File: src/hfc_pkg.sv
// hfc_pkg: offsets, field positions and reset values of the holdover
// frequency control registers.
// assumes a 32-bit apb slave, one register per aligned word.
package hfc_pkg;

    // ------------------------------------------------------------
    // register indices and byte addresses
    // ------------------------------------------------------------
    localparam logic [7:0]  IDX_FREQ_LOW   = 8'h3e;
    localparam logic [7:0]  IDX_FREQ_MID   = 8'h3f;
    localparam logic [7:0]  IDX_MODE_CTRL  = 8'h40;
    localparam logic [11:0] ADDR_FREQ_LOW  = {2'h0, IDX_FREQ_LOW, 2'h0};
    localparam logic [11:0] ADDR_FREQ_MID  = {2'h0, IDX_FREQ_MID, 2'h0};
    localparam logic [11:0] ADDR_MODE_CTRL = {2'h0, IDX_MODE_CTRL, 2'h0};

    // ------------------------------------------------------------
    // field positions and reset values
    // ------------------------------------------------------------
    localparam int          BIT_AUTO_AVG   = 7;
    localparam int          BIT_FAST_AVG   = 6;
    localparam int          BIT_READ_AVG   = 5;
    localparam int          MINI_HI        = 4;
    localparam int          MINI_LO        = 3;
    localparam int          FREQ_TOP_HI    = 2;
    localparam int          FREQ_W         = 19;
    localparam logic [7:0]  RST_FREQ_LOW   = 8'h00;
    localparam logic [7:0]  RST_FREQ_MID   = 8'h00;
    localparam logic [7:0]  RST_MODE_CTRL  = 8'h88;

    // ------------------------------------------------------------
    // holdover frequency source
    // ------------------------------------------------------------
    typedef enum logic [1:0] {
        HFC_SRC_MANUAL,
        HFC_SRC_FROZEN,
        HFC_SRC_AVG_FAST,
        HFC_SRC_AVG_SLOW
    } hfc_src_t;

endpackage

File: src/hfc_regs.sv
// hfc_regs: apb register bank for the manual holdover frequency word and
// holdover mode control of the output timing loop.
// assumes averaged frequencies arrive from the averager on this clock.
//
// Functional notes
// - word is low byte, mid byte and mode bits [2:0] concatenated.
// - word is a signed two's complement offset from crystal frequency.
// - frequency registers writable; optionally read back averaged frequency.
// - mode control register read/write, resets to 0x88.
// - readback bit selects written value or fast/slow averaged value.
//
// The APB interface to the registers is this design's own decision.
`timescale 1ns/10ps
`default_nettype none

module hfc_regs #(
    parameter int ADDR_W = 12
) (
    // clock and reset
    input  wire logic                      clk,
    input  wire logic                      rstn,
    // apb slave
    input  wire logic                      psel,
    input  wire logic                      penable,
    input  wire logic                      pwrite,
    input  wire logic [ADDR_W-1:0]         paddr,
    input  wire logic [31:0]               pwdata,
    input  wire logic [3:0]                pstrb,
    output logic      [31:0]               prdata,
    output logic                           pready,
    output logic                           pslverr,
    // averager and holdover control
    input  wire logic signed [18:0]        avg_fast_freq,
    input  wire logic signed [18:0]        avg_slow_freq,
    input  wire logic                      manual_engage,
    output logic signed [18:0]             hold_freq_word,
    output var hfc_pkg::hfc_src_t          hold_src,
    output logic      [1:0]                mini_hold_mode
);

    // ------------------------------------------------------------
    // elaboration checks
    // ------------------------------------------------------------
    if (ADDR_W < 12) begin : g_chk
        $error("hfc_regs: ADDR_W must be at least 12");
    end

    // ------------------------------------------------------------
    // register state
    // ------------------------------------------------------------
    logic [7:0]  freq_low_reg,  freq_low_next;
    logic [7:0]  freq_mid_reg,  freq_mid_next;
    logic [7:0]  mode_ctrl_reg, mode_ctrl_next;
    logic [31:0] prdata_reg,    prdata_next;
    logic        slverr_reg,    slverr_next;
    logic        access;
    logic        hit_low, hit_mid, hit_mode;
    logic signed [18:0] avg_sel;

    assign access   = psel && penable;
    assign hit_low  = paddr == ADDR_W'(hfc_pkg::ADDR_FREQ_LOW);
    assign hit_mid  = paddr == ADDR_W'(hfc_pkg::ADDR_FREQ_MID);
    assign hit_mode = paddr == ADDR_W'(hfc_pkg::ADDR_MODE_CTRL);

    // averaged value chosen by the speed bit
    assign avg_sel = mode_ctrl_reg[hfc_pkg::BIT_FAST_AVG] ? avg_fast_freq
                                                          : avg_slow_freq;

    // next register values; one-wait slave, every access completes one cycle after the access phase starts
    always_comb begin
        freq_low_next  = freq_low_reg;
        freq_mid_next  = freq_mid_reg;
        mode_ctrl_next = mode_ctrl_reg;
        prdata_next    = prdata_reg;
        slverr_next    = 1'b0;
        if (access && pwrite) begin
            // byte lane 0 only carries data; other lanes ignored
            if (hit_low) begin
                if (pstrb[0]) freq_low_next = pwdata[7:0];
            end else if (hit_mid) begin
                if (pstrb[0]) freq_mid_next = pwdata[7:0];
            end else if (hit_mode) begin
                if (pstrb[0]) mode_ctrl_next = pwdata[7:0];
            end else begin
                slverr_next = 1'b1;
            end
        end else if (access) begin
            prdata_next = 32'h0000_0000;
            // read_average swaps in the averager output
            if (hit_low) begin
                prdata_next[7:0] = mode_ctrl_reg[hfc_pkg::BIT_READ_AVG]
                                   ? avg_sel[7:0] : freq_low_reg;
            end else if (hit_mid) begin
                prdata_next[7:0] = mode_ctrl_reg[hfc_pkg::BIT_READ_AVG]
                                   ? avg_sel[15:8] : freq_mid_reg;
            end else if (hit_mode) begin
                prdata_next[7:0] = mode_ctrl_reg;
                if (mode_ctrl_reg[hfc_pkg::BIT_READ_AVG]) begin
                    prdata_next[2:0] = avg_sel[18:16];
                end
            end else begin
                slverr_next = 1'b1;
            end
        end
    end

    // register update
    always_ff @(posedge clk) begin
        if (!rstn) begin
            freq_low_reg  <= hfc_pkg::RST_FREQ_LOW;
            freq_mid_reg  <= hfc_pkg::RST_FREQ_MID;
            mode_ctrl_reg <= hfc_pkg::RST_MODE_CTRL;
            prdata_reg    <= 32'h0000_0000;
            slverr_reg    <= 1'b0;
        end else begin
            freq_low_reg  <= freq_low_next;
            freq_mid_reg  <= freq_mid_next;
            mode_ctrl_reg <= mode_ctrl_next;
            prdata_reg    <= prdata_next;
            slverr_reg    <= slverr_next;
        end
    end

    // read data is registered, so answer one cycle after the access phase
    // starts; pready held low in that first access cycle
    logic ack_reg, ack_next;
    always_comb begin
        ack_next = access && !ack_reg;
    end
    always_ff @(posedge clk) begin
        if (!rstn) ack_reg <= 1'b0;
        else       ack_reg <= ack_next;
    end

    // ------------------------------------------------------------
    // outputs
    // ------------------------------------------------------------
    assign pready  = ack_reg;
    assign prdata  = prdata_reg;
    assign pslverr = slverr_reg && ack_reg;

    // signed word straight from the three fields
    assign hold_freq_word = {mode_ctrl_reg[hfc_pkg::FREQ_TOP_HI:0],
                             freq_mid_reg, freq_low_reg};
    assign mini_hold_mode = mode_ctrl_reg[hfc_pkg::MINI_HI:hfc_pkg::MINI_LO];

    // source select; manual engagement beats averaging
    always_comb begin
        if (manual_engage)
            hold_src = hfc_pkg::HFC_SRC_MANUAL;
        else if (!mode_ctrl_reg[hfc_pkg::BIT_AUTO_AVG])
            hold_src = hfc_pkg::HFC_SRC_FROZEN;
        else if (mode_ctrl_reg[hfc_pkg::BIT_FAST_AVG])
            hold_src = hfc_pkg::HFC_SRC_AVG_FAST;
        else
            hold_src = hfc_pkg::HFC_SRC_AVG_SLOW;
    end
endmodule

`default_nettype wire

File: config.mk
export PLATFORM = sky130hd
export DESIGN_NAME = hfc_regs
export DESIGN_NICKNAME = d
export VERILOG_FILES = /design/src/hfc_pkg.sv /design/src/hfc_regs.sv
export SDC_FILE = /design/constraint.sdc
export NUM_CORES = 1
export LEC_CHECK = 0
export BUFFER_PORTS_ARGS = -buffer_cell sky130_fd_sc_hd__buf_2
export CORE_AREA = 10 10 77 111
export CTS_CLUSTER_SIZE = 24
export DETAILED_ROUTE_END_ITERATION = 7
export DIE_AREA = 0 0 87 121
export GPL_TIMING_DRIVEN = 0
export PLACE_DENSITY = 0.66
export SYNTH_ARGS = -nofsm -noshare
export SYNTH_HDL_FRONTEND = slang
export SYNTH_SLANG_ARGS = --single-unit
File: constraint.sdc
create_clock -name clk -period 5.4 [get_ports clk]
set_input_delay 0.27 -clock clk [delete_from_list [all_inputs] [get_ports clk]]
set_output_delay 0.27 -clock clk [all_outputs]
set_load 0.05 [all_outputs]
==> results of run 1 <==
[worst min-delay path: stages]
cell and delay, ns:
buf_2 0.11, nand3_1 0.05, a21boi_0 0.07
[worst paths after layout]
kind                                      start                            to  slack, ns
setup reg to reg  mode_ctrl_reg[6]$_SDFFE_PN0P_        prdata[4]$_SDFFE_PN0P_       3.38
hold reg to reg               pready$_SDFF_PN0_             pready$_SDFF_PN0_       0.43
hold / removal                        pwdata[5]  freq_mid_reg[5]$_SDFFE_PN0P_       0.25
setup / recovery                      paddr[10]        prdata[1]$_SDFFE_PN0P_       3.01
[final cells by class]
| type | instances | area (um2) | area share |
|---|---|---|---|
| multi-input cells | 215 | 1260 | 0.432 |
| flip-flops and latches | 34 | 681 | 0.234 |
| repair buffers | 95 | 475 | 0.163 |
| plain buffers | 46 | 298 | 0.102 |
| well taps | 76 | 95.1 | 0.0326 |
| clock buffers | 6 | 82.6 | 0.0283 |
| clock inverters | 2 | 16.3 | 0.00558 |
| inverters | 2 | 7.51 | 0.00258 |
[logic make-up (layout without fill, tap and decap cells)]
group	Yosys count	count (layout)
buffers and inverters	48	151
muxes	33	33
other	1	24
DFF	34	34
and+or+nand+nor	88	88
AOI/OAI and AO/OA	70	70
[cell usage after synthesis (2+ instances only)]
| cell type | count |
|---|---|
| or3_1 | 3 |
| nand3_1 | 13 |
| mux2i_1 | 33 |
| a22oi_1 | 2 |
| a21oi_1 | 27 |
| inv_1 | 2 |
| buf_6 | 2 |
| a21boi_0 | 8 |
| nor3_1 | 2 |
| o21ai_0 | 22 |
| nor2_1 | 21 |
| nand4_1 | 2 |
| dfxtp_1 | 34 |
| clkbuf_1 | 13 |
| nand2_1 | 34 |
| a221oi_1 | 2 |
| and2_1 | 2 |
| o31ai_1 | 6 |
| buf_4 | 29 |
[metrics by stage]
| step | std cells | area, um2 | worst slack (ns) |
|---|---|---|---|
| after floorplan | 297 | 2240 | 3.12 |
| after global placement | 468 | 2820 | 2.85 |
| after detailed placement | 468 | 2820 | 2.75 |
| after CTS | 476 | 2910 | 3.05 |
| after global routing | 476 | 2910 | 2.94 |
| final | 476 | 2910 | 3.01 |
[power by group through the flow]
stage | logic (mW) | clock network, mW | registers (mW)
2_1_floorplan | 0.0725 | 0 | 0.258
6_report | 0.107 | 0.205 | 0.251
4_1_cts | 0.106 | 0.208 | 0.251
5_1_grt | 0.116 | 0.221 | 0.251
3_5_place_dp | 0.106 | 0 | 0.257
3_3_place_gp | 0.105 | 0 | 0.257
[metal layers]
layer  GRT usage  vias to the layer above
li1            -                     1169
met3      0.0430                       19
met4      0.0650                        0
met2       0.256                       84
met1       0.136                     1007
met5           0                        -
==> reports/metrics.cfg, run 1 <==
[outcome]
status = completed

[synthesis]
synth_xor_area_frac = 0
synthAdderAreaFrac = 0
netlist_area_mm2 = 0.00216
synth_cell_types = 36
synth_top_area_frac = 0.315
ys_top_cells_by_area = dfxtp_1 (32%), mux2i_1 (15%), buf_4 (10%)
synth_top_family_by_area = simple AND/OR/NAND/NOR gates
syn_inst = 274
ys.flop_type = dfxtp_1
async_reset_ff_frac = 0
synth-simple-area-share = 0.199
synth_mux_area_frac = 0.153
netlist.top_cell.by_area = dfxtp_1
ys_seq_area_frac = 0.315
synth_compound_area_frac = 0.189
synth_seq_cells = 34
synth_edf_count = 0
syn_area_per_cell_um2 = 7.88
yosys_warnings = 0

[sta]
max_freq_ghz = 0.418
period_share = 0.443
rsz0062_at_grt = false
setup_viol = 0
finalHoldViolCount = 0
timing.clock.skew_ns = 0.00662
min_period_ns = 2.39
whs_ns = 0.251
maxSlewViolCount = 0
final.setup.tns_ns = 0
slew_headroom = 0.147
tightest_slew_ns = 1.27

[clock_network]
cts_resized = 0
htree_levels = 2
clk_pin_slew_ns = 0.08
cts_buffer_depth = 2
clock-sinks = 34
insertion_delay_ns = 0.29
cts_tree = yes
post-cts-setup-buffers = 0
root_buffer = clkbuf_8
cts_buffers = 5
cts_hold_buf = 0

[pwr]
p_int_mw = 0.393
combPwrFrac = 0.190
swShare = 0.303
ir_drop_v = 0.0000933
powerDensity_mw_per_mm2 = 193
power_switching_mw = 0.171
p_leak_nw = 1.32
total_power_mw = 0.564
seq_power_share = 0.446
clock_power_share = 0.364

[die]
pin_count = 149
die_h_um = 121
die_w_um = 87
fp.coreArea_mm2 = 0.00653
fp.dieArea_mm2 = 0.0105
num_rows = 36
start_util = 0.330

[setup_path]
critPathMostFrequentCell = buf_2
cp.arrival_ns = 2.59
worstPathCellList = buf_2, or4_1, buf_2, nor4_1, o21ai_0, o31ai_1
critPathMaxFanout = 8
required_ns = 5.60
crit_slowest_cell = nor4_1
crit_path_start_kind = input port
crit_buf_inv = 2
cp.depth = 6
path_class = input port to register
reg2regPathDepth = 6
endpoint_kind = register
crit_family = simple AND/OR/NAND/NOR gates
max_stage_delay_ns = 1.01

[global_routing]
overflow = 0
grt_pass1_vias = 2369
grt_use_total = 0.139
antenna_found_initial = 0
grt_pass1_wl_mm = 11.8
grt_max_degree = 13

[detailed_routing]
drc = 0
highest_layer = met4
wl_mm = 7.64
dr_wl_met2_mm = 4.06
routedWlPerCell_um = 16.1
postRouteAntennaNets = 0
wl_met3_um = 581
wl_met1_mm = 2.76
drtPass1Iterations = 4
drtIter0Drc = 102
viasPerCell = 4.79
via_count = 2279

[final_layout]
nFillCells = 692
utilization = 0.446
layout_commonest_cell = buf_2
drive_gt1_frac = 0.353
antenna_cells = 0
syn2layout_area_growth_pct = 35.0
final_nets = 491
layout_common_cells = buf_2 (96), nand2_1 (34), dfxtp_1 (34)

[placed_design]
dp_hpwl_mm = 6.49
io_buffers = 95
place.gp.congestion = 0.933

[hold_path]
min_path_type = input port to register
worstHoldPathCells = 3

[flow_run]
drv_cap = 0

(Power assumes the default switching activity.)
==> run 2: changes to the inputs <==
- PLACE_DENSITY: 0.66 -> 0.69
- clock period: 5.4 -> 2.15 ns (I/O delays scaled with it)
==> run 2 against run 1 <==
Die area stayed put. Hold slack worse by 0.17 ns. Sequential share of layout area hardly changed. Highest routed layer unchanged. Power grew to 2.5 times the previous value. Largest cell class unchanged. Cell count stayed put.
==> reports/metrics.cfg, run 2 (synthesis gave the netlist of run 1 again) <==
[pwr]
ir_drop_v = 0.000192  ; +110%
p_leak_nw = 1.33  ; +0.23%
total_power_mw = 1.42  ; +150%
powerDensity_mw_per_mm2 = 487  ; +150%

[final_layout]
final_cell_area_mm2 = 0.00292  ; +0.13%
utilization = 0.447  ; +0.000574
multi_input_area_mm2 = 0.00126  ; +0.50%
syn2layout_area_growth_pct = 35.2
antenna_cells = 0  ; unchanged
nFillCells = 695  ; +0.43%
final_cells = 476  ; unchanged
final_nets = 491  ; unchanged
layout_commonest_cell = buf_2
drive_gt1_frac = 0.358  ; +0.00500
seq_area_um2 = 681  ; unchanged
layout_common_cells = buf_2 (96), nand2_1 (34), dfxtp_1 (34)

[setup_path]
path_class = register to register
required_ns = 2.38  ; -3.22 ns
crit_slowest_cell = clkbuf_1
critPathMaxFanout = 10  ; +2
reg2regPathDepth = 6  ; unchanged
crit_path_start_kind = register
worstPathCellList = clkbuf_1, clkbuf_1, mux2i_1, o32ai_1, a22oi_1, o21ai_0
cp.arrival_ns = 2.27  ; -0.32 ns
max_stage_delay_ns = 0.62  ; -0.39 ns
critPathMostFrequentCell = clkbuf_1
rr_endpoint = prdata[5]$_SDFFE_PN0P_
r2r_slack_ns = 0.11  ; -3.27 ns
rr_startpoint = mode_ctrl_reg[6]$_SDFFE_PN0P_
endpoint_kind = register

[sta]
min_period_ns = 2.04
setup_slack_ns = 0.110  ; -2.90 ns
max_freq_ghz = 0.490
timing.clock.skew_ns = 0.00628  ; -0.000345 ns
period_share = 0.949
tightest_slew_ns = 1.17  ; -0.0955 ns
finalHoldViolCount = 0  ; unchanged
whs_ns = 0.0777  ; -0.173 ns
setup_viol = 0  ; unchanged
maxSlewViolCount = 0  ; unchanged
slew_headroom = 0.212  ; +0.0654
final.setup.tns_ns = 0  ; unchanged

[die]
pin_count = 149  ; unchanged
start_util = 0.330  ; unchanged
die_h_um = 121  ; unchanged
fp.coreArea_mm2 = 0.00653  ; unchanged
die_w_um = 87  ; unchanged
fp.dieArea_mm2 = 0.0105  ; unchanged
num_rows = 36  ; unchanged

[clock_network]
cts_hold_buf = 0  ; unchanged
cts_tree = yes
htree_levels = 2  ; unchanged
cts_buffers = 5  ; unchanged
clock-sinks = 34  ; unchanged
clk_pin_slew_ns = 0.08  ; about the same
root_buffer = clkbuf_8
post-cts-setup-buffers = 0  ; unchanged
insertion_delay_ns = 0.30  ; about the same
cts_buffer_depth = 2  ; unchanged

[hold_path]
worstHoldPathCells = 3  ; unchanged
min_path_type = input port to register
hold_start = pwdata[4]
min_to = freq_mid_reg[4]$_SDFFE_PN0P_

[outcome]
status = completed

[placed_design]
io_buffers = 95  ; unchanged
post_dp_cell_area_mm2 = 0.00282  ; unchanged
dp_hpwl_mm = 6.66  ; +2.7%
place.gp.congestion = 0.885  ; -5.2%
dpl.cell_count = 468  ; unchanged
dp_worst_setup_slack_ns = -0.324  ; -3.08 ns

[detailed_routing]
viasPerCell = 4.93  ; +3.0%
drc = 0  ; unchanged
drtPass1Iterations = 4  ; unchanged
via_count = 2348  ; +3.0%
dr_wl_met2_mm = 4.25  ; +4.5%
wl_mm = 7.83  ; +2.5%
drtIter0Drc = 149  ; +46%
routedWlPerCell_um = 16.4  ; +2.5%
postRouteAntennaNets = 0  ; unchanged
wl_met1_mm = 2.60  ; -5.9%
wl_met3_um = 717  ; +23%
highest_layer = met4

[global_routing]
grt_max_degree = 12  ; -1
grt_pass1_wl_mm = 12.1  ; +2.2%
grt_pass1_vias = 2490  ; +5.1%
grt_use_total = 0.143  ; +0.00331
overflow = 0  ; unchanged
antenna_found_initial = 0  ; unchanged

[flow_run]
drv_cap = 0  ; unchanged

## run 2: metal layers
layer,vias to the layer above,track usage
met5,-,0
met4,0,0.0823
met3,18,0.0444
met2,90,0.261
met1,1070,0.134
li1,1170,-
## run 2: power by group
part,switching (mW),total (mW),leakage [nW],internal [mW]
sequential,0.000562,0.631,0.274,0.631
combinational,0.178,0.271,1.00,0.0930
clock,0.260,0.518,0.0472,0.258
total,0.439,1.42,1.33,0.981
## run 2: area by class of cell
| type | instances | area share |
|---|---|---|
| Buffer | 46 | 0.102 |
| Clock buffer | 6 | 0.0283 |
| Clock inverter | 2 | 0.00429 |
| Inverter | 2 | 0.00257 |
| Multi-Input combinational cell | 215 | 0.434 |
| Sequential cell | 34 | 0.233 |
| Tap cell | 76 | 0.0326 |
| Timing Repair Buffer | 95 | 0.163 |
## run 2: critical path: cells and delay by family (launching register included)
family,cells,cell delay [ns]
compound gates,3,0.63
buf+inv,2,0.86
flops,1,0.31
mux,1,0.17
## run 2: worst max-delay path by stage
stage,end,slack [ns],from
2_1_floorplan,mode_ctrl_reg[6]$_SDFFE_PN0P_,0.03,paddr[10]
3_3_place_gp,prdata[1]$_SDFFE_PN0P_,-0.24,paddr[10]
3_5_place_dp,prdata[1]$_SDFFE_PN0P_,-0.32,paddr[10]
4_1_cts,prdata[4]$_SDFFE_PN0P_,0.09,mode_ctrl_reg[6]$_SDFFE_PN0P_
5_1_grt,prdata[5]$_SDFFE_PN0P_,-0.0003,mode_ctrl_reg[6]$_SDFFE_PN0P_
6_report,prdata[5]$_SDFFE_PN0P_,0.11,mode_ctrl_reg[6]$_SDFFE_PN0P_
## run 2: timing repair
action                                  CTS  global route
endpoints found under the setup margin    1             1
gates resized for setup                   1             2
hold endpoints to repair                  0             0
pin swaps                                 0             0
==> run 3: changes to the inputs <==
- PLACE_DENSITY: 0.69 -> not set
- PLACE_DENSITY_LB_ADDON: not set -> 0.05
- SLEW_MARGIN: not set -> 40
==> run 3 against run 2 <==
Hold slack better by 0.017 ns. Cell count rose by 0.42%. Design area increased by 0.86%. First-iteration DRC count is 28% lower. Highest routed layer unchanged.
==> reports/metrics.cfg, run 3 (synthesis gave the netlist of run 1 again) <==
[final_layout]
drive_gt1_frac = 0.361  ; +0.00320
layout_commonest_cell = buf_2
syn2layout_area_growth_pct = 36.3
final_cell_area_mm2 = 0.00294  ; +0.86%
utilization = 0.451  ; +0.00383
final_nets = 493  ; +0.41%
antenna_cells = 0  ; unchanged
layout_common_cells = buf_2 (96), nand2_1 (34), dfxtp_1 (34)

[die]
fp.coreArea_mm2 = 0.00653  ; unchanged
start_util = 0.330  ; unchanged
num_rows = 36  ; unchanged
fp.dieArea_mm2 = 0.0105  ; unchanged
die_w_um = 87  ; unchanged
pin_count = 149  ; unchanged
die_h_um = 121  ; unchanged

[detailed_routing]
wl_met1_mm = 2.99  ; +15%
drc = 0  ; unchanged
via_count = 2258  ; -3.8%
highest_layer = met4
wl_met3_um = 746  ; +4.0%
wl_mm = 7.91  ; +0.97%
drtIter0Drc = 108  ; -28%
drtPass1Iterations = 4  ; unchanged
postRouteAntennaNets = 0  ; unchanged
viasPerCell = 4.72  ; -4.2%
routedWlPerCell_um = 16.5  ; +0.55%
dr_wl_met2_mm = 4.12  ; -3.0%

[clock_network]
cts_buffer_depth = 2  ; unchanged
clock-sinks = 34  ; unchanged
cts_tree = yes
insertion_delay_ns = 0.28  ; -0.02 ns
htree_levels = 2  ; unchanged
cts_buffers = 5  ; unchanged
root_buffer = clkbuf_8
clk_pin_slew_ns = 0.07  ; about the same

[sta]
setup_viol = 0  ; unchanged
maxSlewViolCount = 0  ; unchanged
finalHoldViolCount = 0  ; unchanged
slew_headroom = 0.462  ; +0.250
min_period_ns = 2.00  ; -0.0379 ns
tightest_slew_ns = 0.800  ; -0.373 ns
max_freq_ghz = 0.500  ; +1.9%
setup_slack_ns = 0.148  ; +0.0379 ns
timing.clock.skew_ns = 0.00619  ; -0.0000903 ns
period_share = 0.931  ; -0.0176
rsz0062_at_grt = false

[pwr]
p_leak_nw = 1.34  ; +1.3%
powerDensity_mw_per_mm2 = 476  ; -2.2%
ir_drop_v = 0.000295  ; +54%

[placed_design]
dp_hpwl_mm = 6.61  ; -0.71%
dp_worst_setup_slack_ns = -0.185  ; +0.138 ns
place.gp.congestion = 0.862  ; -2.6%
post_dp_cell_area_mm2 = 0.00284  ; +0.71%
io_buffers = 95  ; unchanged

[setup_path]
max_stage_delay_ns = 0.51  ; -0.11 ns
path_class = input port to register
critPathMaxFanout = 10  ; unchanged
endpoint_kind = register
cp.arrival_ns = 2.18  ; -0.09 ns
crit_path_start_kind = input port
crit_slowest_cell = or4_1
crit_buf_inv = 4  ; +2
worstPathCellList = buf_2, or4_1, buf_2, or4_4, buf_6, or3_1, buf_6, mux2i_1
required_ns = 2.32  ; -0.06 ns
crit_family = simple AND/OR/NAND/NOR gates

[global_routing]
grt_pass1_vias = 2330  ; -6.4%
grt_pass1_wl_mm = 12.2  ; +1.5%
grt_max_degree = 11  ; -1
antenna_found_initial = 0  ; unchanged
overflow = 0  ; unchanged
grt_use_total = 0.144  ; +0.00118

[hold_path]
min_path_type = input port to register

[flow_run]
drv_cap = 0  ; unchanged

[outcome]
status = completed

## run 3: worst reg2reg max path: stages (launching register included)
cell      delay (ns)
dfxtp_1         0.31
clkbuf_1        0.21
clkbuf_1        0.55
mux2i_1         0.28
a21oi_1         0.08
o21ai_0         0.19
o31ai_1         0.08
## run 3: final cells by class
type                    count  area (um2)
fillers                   704        3590
multi-input cells         215        1280
flip-flops and latches     34         681
repair buffers             97         490
plain buffers              46         299
well taps                  76        95.1
clock buffers               7        86.3
inverters                   2        7.51
clock inverters             1        5.00
## run 3: what timing repair did
| item | in CTS | in global routing |
|---|---|---|
| resized for setup | 0 | 2 |
| hold buffers | 0 | 0 |
| buffers inserted | 0 | 2 |
| setup endpoints to repair | 0 | 5 |
## run 3: path summary, 6_finish.rpt
path | slack [ns] | cells after the start | start | to
setup / recovery | 0.15 | 8 | paddr[10] | mode_ctrl_reg[4]$_SDFFE_PN0P_
hold / removal | 0.09 | 3 | pwdata[2] | freq_mid_reg[2]$_SDFFE_PN0P_
setup reg to reg | 0.34 | 6 | mode_ctrl_reg[6]$_SDFFE_PN0P_ | prdata[1]$_SDFFE_PN0P_
hold reg to reg | 0.43 | 1 | pready$_SDFF_PN0_ | pready$_SDFF_PN0_
## run 3: per-layer routing
layer | vias up | track usage
met5 | - | 0
met2 | 80 | 0.253
met3 | 4 | 0.0605
met1 | 1002 | 0.154
met4 | 0 | 0.0325
li1 | 1172 | -
## run 3: metrics by stage
stage,hold slack (ns),power (mW),std cells,TNS [ns]
floorplan,0.250,0.831,297,0
global placement,0.391,0.912,468,-3.77
detailed placement,0.393,0.916,468,-2.30
CTS,0.0893,1.41,476,0
global route,0.106,1.46,478,0
finish,0.0943,1.40,478,0
## run 3: power breakdown
part | switching [mW] | internal [mW]
Sequential | 0.000572 | 0.631
Clock | 0.238 | 0.259
Combinational | 0.179 | 0.0930
Total | 0.418 | 0.982
